==> src/fifo_pkg.sv <==
// constants for the 9-bit two-port fifo block
// assumes all pins are sampled on the system clock ref_clk
package fifo_pkg;
  localparam int          DATA_W      = 9;
  localparam int          OFS_W       = 8;
  localparam int          CMP_W       = 16;
  localparam int          ADDR_W_DEF  = 6;
  localparam logic [7:0]  OFS_RESET   = 8'h07;
  // offset register sequence positions
  localparam logic [1:0]  OFS_EMPTY_LO = 2'h0;
  localparam logic [1:0]  OFS_EMPTY_HI = 2'h1;
  localparam logic [1:0]  OFS_FULL_LO  = 2'h2;
  localparam logic [1:0]  OFS_FULL_HI  = 2'h3;
  // positions in the synchronised pin vector
  localparam int          PIN_W       = 17;
  localparam int          P_DATA      = 0;
  localparam int          P_WRITE_ENABLE_PRIMARY_N      = 9;
  localparam int          P_WRITE_ENABLE_SECOND      = 10;
  localparam int          P_WCLK      = 11;
  localparam int          P_RCLK      = 12;
  localparam int          P_RENA      = 13;
  localparam int          P_RENB      = 14;
  localparam int          P_OE        = 15;
  localparam int          P_CLR       = 16;
endpackage : fifo_pkg

==> src/dual_clock_sync_fifo_x9.sv <==
// 9-bit first-in first-out buffer with write and read ports on pin clocks
// assumes both port clocks are far slower than ref_clk and get sampled by it
//
// Function
// nine-bit data in, out and storage
// dual-port array, depth set by parameter
// mode pin sampled while clear held low
// two-enable mode: write when enables active
// offset mode: primary enable alone writes buffer
// load low writes offset register instead
// load low read shows offset register
// read edge with enables low outputs word
// full blocks every buffer write
// empty blocks every buffer read
// empty keeps last valid word on output
// empty flag low, read side only
// full flag low, write side only
// almost-empty low at or below offset
// almost-full low at full threshold
// clear empties buffer, data goes low
// all flags valid after clear
// controller clears before first access
// no access while clear held low
// output enable low drives data outputs
// writes sequential, independent of reads
// four offset bytes cycle, position retained
// both offsets default to seven
// almost-empty registered on read edges
// almost-full registered on write edges
// pointers cross port domains safely
// no simultaneous offset write and read
`timescale 1ns/100ps
module dual_clock_sync_fifo_x9
  import fifo_pkg::*;
#(
  parameter int ADDR_W = ADDR_W_DEF
) (
  // system
  input  wire logic              ref_clk,
  input  wire logic              srst,
  // write port pins
  input  wire logic [DATA_W-1:0] write_data,
  input  wire logic              write_enable_primary_n,
  input  wire logic              write_enable_second_or_offset_load,
  input  wire logic              write_clk,
  // read port pins
  input  wire logic              read_enable_a_n,
  input  wire logic              read_enable_b_n,
  input  wire logic              read_clk,
  input  wire logic              output_enable_n,
  output logic      [DATA_W-1:0] read_data,
  output logic                   read_data_oe,
  // status and clear
  input  wire logic              fifo_clear_n,
  output logic                   empty_flag_n,
  output logic                   full_flag_n,
  output logic                   almost_empty_flag_n,
  output logic                   almost_full_flag_n
);

  // ********************************
  // sizes and helpers
  // ********************************
  localparam int               CNT_W   = ADDR_W + 1;
  localparam int               DEPTH   = 1 << ADDR_W;
  localparam logic [CNT_W-1:0] DEPTH_C = CNT_W'(DEPTH);
  localparam logic [CNT_W-1:0] ONE_C   = CNT_W'(1);

  // stretch a word count to the offset width
  function automatic logic [CMP_W-1:0] widen(
    input logic [CNT_W-1:0] v
  );
    widen = CMP_W'(v);
  endfunction : widen

  // next position in the four-byte offset sequence
  function automatic logic [1:0] next_pos(
    input logic [1:0] p
  );
    next_pos = p + 2'h1;
  endfunction : next_pos

  // count strictly above a sixteen-bit threshold
  function automatic logic above(
    input logic [CNT_W-1:0] v,
    input logic [CMP_W-1:0] thr
  );
    above = (widen(v) > thr);
  endfunction : above

  // ********************************
  // pin synchronisers
  // ********************************
  logic [PIN_W-1:0] pin_s1_r;
  logic [PIN_W-1:0] pin_s2_r;

  // two stages; only the second one is read by logic
  always_ff @(posedge ref_clk) begin
    pin_s1_r <= {fifo_clear_n, output_enable_n, read_enable_b_n,
                 read_enable_a_n, read_clk, write_clk,
                 write_enable_second_or_offset_load,
                 write_enable_primary_n, write_data};
  end

  always_ff @(posedge ref_clk) begin
    pin_s2_r <= pin_s1_r;
  end

  // ********************************
  // synchronised pin names
  // ********************************
  logic              clear_n_s;
  logic              oe_n_s;
  logic              ren_b_n_s;
  logic              ren_a_n_s;
  logic              rclk_s;
  logic              wclk_s;
  logic              write_enable_second_s;
  logic              write_enable_primary_n_n_s;
  logic [DATA_W-1:0] din;

  assign clear_n_s = pin_s2_r[P_CLR];
  assign oe_n_s    = pin_s2_r[P_OE];
  assign ren_b_n_s = pin_s2_r[P_RENB];
  assign ren_a_n_s = pin_s2_r[P_RENA];
  assign rclk_s    = pin_s2_r[P_RCLK];
  assign wclk_s    = pin_s2_r[P_WCLK];
  assign write_enable_second_s    = pin_s2_r[P_WRITE_ENABLE_SECOND];
  assign write_enable_primary_n_n_s  = pin_s2_r[P_WRITE_ENABLE_PRIMARY_N];
  assign din       = pin_s2_r[P_DATA +: DATA_W];

  // ********************************
  // port clock edges
  // ********************************
  logic wclk_prev_r;
  logic rclk_prev_r;
  logic w_edge;
  logic r_edge;

  always_ff @(posedge ref_clk) begin
    wclk_prev_r <= wclk_s;
  end

  always_ff @(posedge ref_clk) begin
    rclk_prev_r <= rclk_s;
  end

  // rising edges of the sampled port clocks
  assign w_edge = wclk_s & ~wclk_prev_r;
  assign r_edge = rclk_s & ~rclk_prev_r;

  // ********************************
  // clear
  // ********************************
  logic clr;

  // pin clear acts like the system reset on the buffer
  assign clr = srst | ~clear_n_s;

  // ********************************
  // mode capture
  // ********************************
  logic two_en_r;

  // last level seen while clear is held low decides the mode
  always_ff @(posedge ref_clk) begin
    if (srst) begin
      two_en_r <= 1'b1;
    end else if (~clear_n_s) begin
      two_en_r <= write_enable_second_s;
    end
  end

  // ********************************
  // access decode
  // ********************************
  logic w_req;
  logic ofs_wr;
  logic r_req;
  logic ofs_rd;

  // load high doubles as second enable in either mode
  assign w_req  = w_edge & ~write_enable_primary_n_n_s & write_enable_second_s;
  assign ofs_wr = w_edge & ~two_en_r & ~write_enable_primary_n_n_s & ~write_enable_second_s;
  assign r_req  = r_edge & ~ren_a_n_s & ~ren_b_n_s;
  assign ofs_rd = r_req & ~two_en_r & ~write_enable_second_s;

  // ********************************
  // pointers and count
  // ********************************
  logic [CNT_W-1:0] wr_ptr_r;
  logic [CNT_W-1:0] rd_ptr_r;
  logic [CNT_W-1:0] cnt;
  logic [CNT_W-1:0] cnt_nxt;
  logic             w_do;
  logic             r_do;

  // both ports are sampled on ref_clk, so the pointer difference is
  // always coherent and no gray-coded crossing is needed
  assign cnt = wr_ptr_r - rd_ptr_r;

  // full and empty block whatever the enables say
  assign w_do = w_req & full_flag_n & (cnt != DEPTH_C) & ~clr;
  assign r_do = r_req & ~ofs_rd & empty_flag_n & (cnt != '0) & ~clr;

  // count after this cycle's accesses, seen by both flag sides
  assign cnt_nxt = cnt + CNT_W'(w_do) - CNT_W'(r_do);

  always_ff @(posedge ref_clk) begin
    if (clr) begin
      wr_ptr_r <= '0;
    end else if (w_do) begin
      wr_ptr_r <= wr_ptr_r + ONE_C;
    end
  end

  always_ff @(posedge ref_clk) begin
    if (clr) begin
      rd_ptr_r <= '0;
    end else if (r_do) begin
      rd_ptr_r <= rd_ptr_r + ONE_C;
    end
  end

  // ********************************
  // storage array
  // ********************************
  logic [DATA_W-1:0] mem [DEPTH];

  // sequential fill, untouched by read activity
  always_ff @(posedge ref_clk) begin
    if (w_do) begin
      mem[wr_ptr_r[ADDR_W-1:0]] <= din;
    end
  end

  // ********************************
  // offset registers
  // ********************************
  logic [OFS_W-1:0] ofs_empty_lo_r;
  logic [OFS_W-1:0] ofs_empty_hi_r;
  logic [OFS_W-1:0] ofs_full_lo_r;
  logic [OFS_W-1:0] ofs_full_hi_r;
  logic [1:0]       ofs_idx_r;
  logic [CMP_W-1:0] empty_ofs;
  logic [CMP_W-1:0] full_ofs;
  logic [OFS_W-1:0] ofs_sel;

  assign empty_ofs = {ofs_empty_hi_r, ofs_empty_lo_r};
  assign full_ofs  = {ofs_full_hi_r, ofs_full_lo_r};

  // one shared position for writes and reads; it steps only once when both land in one cycle
  always_ff @(posedge ref_clk) begin
    if (clr) begin
      ofs_idx_r <= OFS_EMPTY_LO;
    end else if (ofs_wr) begin
      ofs_idx_r <= next_pos(ofs_idx_r);
    end else if (ofs_rd) begin
      ofs_idx_r <= next_pos(ofs_idx_r);
    end
  end

  // empty offset low byte
  always_ff @(posedge ref_clk) begin
    if (clr) begin
      ofs_empty_lo_r <= OFS_RESET;
    end else if (ofs_wr && ofs_idx_r == OFS_EMPTY_LO) begin
      ofs_empty_lo_r <= din[OFS_W-1:0];
    end
  end

  // empty offset high byte
  always_ff @(posedge ref_clk) begin
    if (clr) begin
      ofs_empty_hi_r <= '0;
    end else if (ofs_wr && ofs_idx_r == OFS_EMPTY_HI) begin
      ofs_empty_hi_r <= din[OFS_W-1:0];
    end
  end

  // full offset low byte
  always_ff @(posedge ref_clk) begin
    if (clr) begin
      ofs_full_lo_r <= OFS_RESET;
    end else if (ofs_wr && ofs_idx_r == OFS_FULL_LO) begin
      ofs_full_lo_r <= din[OFS_W-1:0];
    end
  end

  // full offset high byte
  always_ff @(posedge ref_clk) begin
    if (clr) begin
      ofs_full_hi_r <= '0;
    end else if (ofs_wr && ofs_idx_r == OFS_FULL_HI) begin
      ofs_full_hi_r <= din[OFS_W-1:0];
    end
  end

  // byte at the shared position, for offset reads
  always_comb begin
    case (ofs_idx_r)
      OFS_EMPTY_LO: ofs_sel = ofs_empty_lo_r;
      OFS_EMPTY_HI: ofs_sel = ofs_empty_hi_r;
      OFS_FULL_LO:  ofs_sel = ofs_full_lo_r;
      OFS_FULL_HI:  ofs_sel = ofs_full_hi_r;
      default:      ofs_sel = ofs_empty_lo_r;
    endcase
  end

  // ********************************
  // read data
  // ********************************
  // offset byte lands in the low bits with bit 8 clear
  always_ff @(posedge ref_clk) begin
    if (clr) begin
      read_data <= '0;
    end else if (ofs_rd) begin
      read_data <= DATA_W'(ofs_sel);
    end else if (r_do) begin
      read_data <= mem[rd_ptr_r[ADDR_W-1:0]];
    end
  end

  // ********************************
  // output enable
  // ********************************
  // registered inverse of the pin, high while outputs drive
  always_ff @(posedge ref_clk) begin
    if (srst) begin
      read_data_oe <= 1'b0;
    end else begin
      read_data_oe <= ~oe_n_s;
    end
  end

  // ********************************
  // status flags, read side
  // ********************************
  // both read-side flags refresh only on read clock edges
  always_ff @(posedge ref_clk) begin
    if (clr) begin
      empty_flag_n <= 1'b0;
    end else if (r_edge) begin
      empty_flag_n <= (cnt_nxt != '0);
    end
  end

  always_ff @(posedge ref_clk) begin
    if (clr) begin
      almost_empty_flag_n <= 1'b0;
    end else if (r_edge) begin
      almost_empty_flag_n <= above(cnt_nxt, empty_ofs);
    end
  end

  // ********************************
  // status flags, write side
  // ********************************
  logic [CNT_W-1:0] free_nxt;

  // free locations after this cycle's accesses
  assign free_nxt = DEPTH_C - cnt_nxt;

  // both write-side flags refresh only on write clock edges
  always_ff @(posedge ref_clk) begin
    if (clr) begin
      full_flag_n <= 1'b1;
    end else if (w_edge) begin
      full_flag_n <= (cnt_nxt != DEPTH_C);
    end
  end

  always_ff @(posedge ref_clk) begin
    if (clr) begin
      almost_full_flag_n <= 1'b1;
    end else if (w_edge) begin
      almost_full_flag_n <= above(free_nxt, full_ofs);
    end
  end

endmodule : dual_clock_sync_fifo_x9

==> config.mk <==
export PLATFORM = sky130hd
export DESIGN_NAME = dual_clock_sync_fifo_x9
export DESIGN_NICKNAME = d
export VERILOG_FILES = /design/src/fifo_pkg.sv /design/src/dual_clock_sync_fifo_x9.sv
export SDC_FILE = /design/constraint.sdc
export NUM_CORES = 1
export LEC_CHECK = 0
export ABC_CLOCK_PERIOD_IN_PS = 5450
export BUFFER_PORTS_ARGS = -buffer_cell sky130_fd_sc_hd__buf_2
export CAP_MARGIN = 0
export CORE_MARGIN = 3
export CORE_UTILIZATION = 30
export DETAILED_ROUTE_END_ITERATION = 10
export MAX_ROUTING_LAYER = met4
export SETUP_SLACK_MARGIN = 0.15
export SLEW_MARGIN = 10
export SYNTH_ARGS = -nofsm -noshare
export SYNTH_HDL_FRONTEND = slang
export SYNTH_SLANG_ARGS = --single-unit
==> constraint.sdc <==
create_clock -name ref_clk -period 5.45 [get_ports ref_clk]
set_clock_uncertainty 0.15 [all_clocks]
set_input_delay 1.09 -clock ref_clk [delete_from_list [all_inputs] [get_ports ref_clk]]
set_output_delay 1.09 -clock ref_clk [all_outputs]
set_load 0.02 [all_outputs]
==> metrics.md <==
| Metric | Value |
|---|---|
| Seq/Total Area, Yosys | `0.718` |
| Starting Density | `0.304` |
| CTS Buf Count | `70` |
| HP Class | `flip-flop to flip-flop` |
| Vias per inst | `around 5.1` |
| EDFF count, synth | `approximately 580` |
| Top FF cell, synth | `edfxtp_1` |
| CTS tree | `done` |
| CTS Buffer Depth | `3` |
| Clock Power Share | `0.445` |
| Crit-path max FO | `7` |
| CTS Hold Bufs | `0` |
| Fin crit share | `0.990` |
| Average cell area after synthesis | `between 15 and 20 um^2` |
| CP peak stage delay | `between 0.4 and 0.5 ns` |
| Maximum VDD drop | `between 0.2 and 0.3 mV` |
| Max Transition Viols Final | `0` |
| Vias in the first global route | `between 15000 and 20000` |
| Reg2Reg Launch Point | `rd_ptr_r[4]` |
| Yosys top cell area share | `0.640` |
| Most frequent cells after synthesis | `edfxtp_1 (576), mux4_2 (144), dfxtp_1 (105)` |
| Top-count cell post-synth | `edfxtp_1` |
| # setup viols final | `0` |
| RSZ-0062 raised after global routing | `yes` |
| Antenna violations before repair | `0` |
| Internal power contribution | `roughly 8.4 mW` |
| Peak Freq | `approximately 0.19 GHz` |
| Yosys warns | `0` |
| Final Cell Area | `around 0.032 mm^2` |
| Library cells used by synthesis | `71` |
| Antenna Violating Nets Remaining | `0` |
| Hold path startpoint | `pin_s1_r[12]` |
| Die Y-Extent | `approximately 310 um` |
| Kind of cell adding the most delay to the critical path | `buffers and inverters` |
| Grt ovf | `0` |
| Port Buffers | `32` |
| Sw Pwr | `around 2.1 mW` |
| CP bufs+invs | `24` |
| Worst rel slew slack | `0.235` |
| Synth top area cells | `edfxtp_1 (64%), mux4_2 (12%), dfxtp_1 (7.8%), ha_1 (1.7%), nor2_1 (1.4%)` |
| Synthesized cell area | `between 0.02 and 0.03 mm^2` |
| Crit path kind | `flip-flop to flip-flop` |
| LEAKAGE | `between 10 and 15 nW` |
| Core area | `0.0889 mm^2` |
| DP Wirelength | `approximately 42000 um` |
| FF+latch count, synth | `681` |
| DRC Markers | `0` |
| GRT Total Usage | `0.146` |
| Combinational Power Share | `0.011` |
| Iteration-0 DRC Markers | `about 1400` |
| PwrDens | `roughly 330 mW/mm^2` |
| Final nets | `1765` |
| First drt pass iteration count | `6` |
| Post-route insts no fill | `~2900` |
| Post-Route WL | `67000 um` |
| IO Pins | `33` |
| Mapped Nets | `about 1600` |
| Largest net degree at the start of global routing | `between 60 and 70` |
| # rows | `approximately 110` |
| CP max-delay cell | `o311ai_2` |
| Cell mode on critical path | `buf_6` |
| # fillers | `8323` |
| Arr. time, crit path | `5.71 ns` |
| CP endpoint kind | `flip-flop` |
| Reg power frac | `0.544` |
| Clock Latency Late Sink | `just over 0.6 ns` |
| Gate Count Post-Synth | `1551` |
| Cell count after placement | `~2800` |
| Die ar. | `around 0.094 mm^2` |
| Hold Fails Final Rpt | `0` |
| Min cycle time layout | `roughly 5.4 ns` |
| Depth of the CTS H-tree | `3` |
| Worst Tran Pin Value | `approximately 1.1 ns` |
| Area leader, netlist | `edfxtp_1` |
| Clock Pin Slew Worst Setup and Hold Paths | `approximately 0.060 ns` |
| Multi-input gate area | `~0.0072 mm^2` |
| CTS Sinks | `roughly 680` |
| Crit path launch | `rd_ptr_r[4]` |
| Share of layout cells above drive strength 1 | `0.279` |
| Ys async rst share | `0` |
| Routed vias | `~15000` |
| First-pass GRT wire length | `just over 100000 um` |
| Max_cap viols | `0` |
| DP Area | `0.0290 mm^2` |
| WL per Instance | `22.9 um` |
| RD Place Congestion | `about 0.9` |
| Switching Share | `0.199` |
| Required time of the worst setup path | `approximately 5.8 ns` |
| Outcome | `finished clean` |
| Reg area | `slightly below 0.02 mm^2` |
| Clk root buf | `clkbuf_16` |
| Area grow syn2layout | `17.6%` |
| Die Span X | `between 300 and 400 um` |
| Startpoint types | `flip-flop` |
flip-flops by register name (all words and copies together) (netlist names), 2 cells and up, named ones only:
signal / flops
rd_ptr_r: 7
mem: 576
pin_s1_r: 17
read_data: 9
ofs_empty_hi_r: 8
ofs_full_hi_r: 8
pin_s2_r: 17
wr_ptr_r: 7
ofs_full_lo_r: 8
ofs_idx_r: 2
ofs_empty_lo_r: 8
through the flow:
stage               hold slack (ns)  setup TNS, ns  power [mW]   util  worst slack (ns)
floorplan                     0.160              0        5.83      -             0.160
global placement              0.165              0        5.89  0.326            0.0695
detailed placement            0.162         -0.120        5.90  0.326            -0.120
CTS                           0.178              0        10.5  0.354             0.152
global route                  0.180         -0.543        10.7  0.357            -0.138
finish                        0.175              0        10.4  0.357            0.0558
power by group through the flow:
| stage | logic (mW) | clock network [mW] | registers [mW] |
|---|---|---|---|
| after floorplan | 0.0204 | 0 | 5.81 |
| after global placement | 0.113 | 0 | 5.78 |
| after detailed placement | 0.119 | 0 | 5.78 |
| after CTS | 0.119 | 4.74 | 5.67 |
| after global routing | 0.128 | 4.95 | 5.67 |
| final | 0.118 | 4.64 | 5.67 |
cells in the final DEF, fill, tap and decap left out, types with 10 or more instances in the layout:
cell type	instances
nor2b_1	17
o21ai_0	23
a2111oi_0	10
buf_2	32
o22ai_1	21
clkbuf_16	73
inv_1	34
nand2_1	77
xnor2_1	14
buf_4	118
edfxtp_1	576
buf_6	14
mux4_2	144
nand3_1	47
nor3_1	22
ha_1	29
nor2_1	103
dfxtp_2	13
clkinv_2	10
clkbuf_1	20
nor2_2	12
mux2i_1	21
nand4_1	10
a21oi_1	46
dfxtp_1	89
final timing paths:
path | endpoint | cells after the start | slack [ns]
setup / recovery | flip-flop | 34 | 0.06
setup reg to reg | flip-flop | 34 | 0.06
hold reg to reg | pin_s2_r[12] | 0 | 0.17
hold / removal | pin_s2_r[12] | 0 | 0.17
final cells by class:
type / instances / share of cell area
antenna: 1 / 0.0000787
clock buffer: 99 / 0.0620
clock inverter: 29 / 0.00764
inverter: 41 / 0.00484
multi-input combinational: 745 / 0.228
sequential: 681 / 0.611
tap: 1165 / 0.0459
timing repair buffer: 168 / 0.0404
layer usage:
layer | GRT usage | vias up | part of all wire
li1 | - | 6471 | -
met1 | 0.187 | 7735 | 0.41
met2 | 0.239 | 526 | 0.50
met3 | 0.0233 | 103 | 0.066
met4 | 0.0494 | 0 | 0.027
met5 | - | - | 0
what timing repair did:
item                       CTS  global route
gates resized for setup     23            45
setup buffers               31             6
pin swaps                   17            32
setup endpoints to repair    2            14
cell families after synthesis:
logic type	count (synthesis)	synth area share
buffers and inverters	125	0.0232
flip-flops	681	0.718
AO/OA/AOI/OAI	175	0.0432
multiplexers	168	0.129
adder cells (fa/ha/maj)	39	0.0186
XOR/XNOR	24	0.00833
AND/OR/NAND/NOR	339	0.0600
No activity file was read; power rests on OpenSTA's default activity.
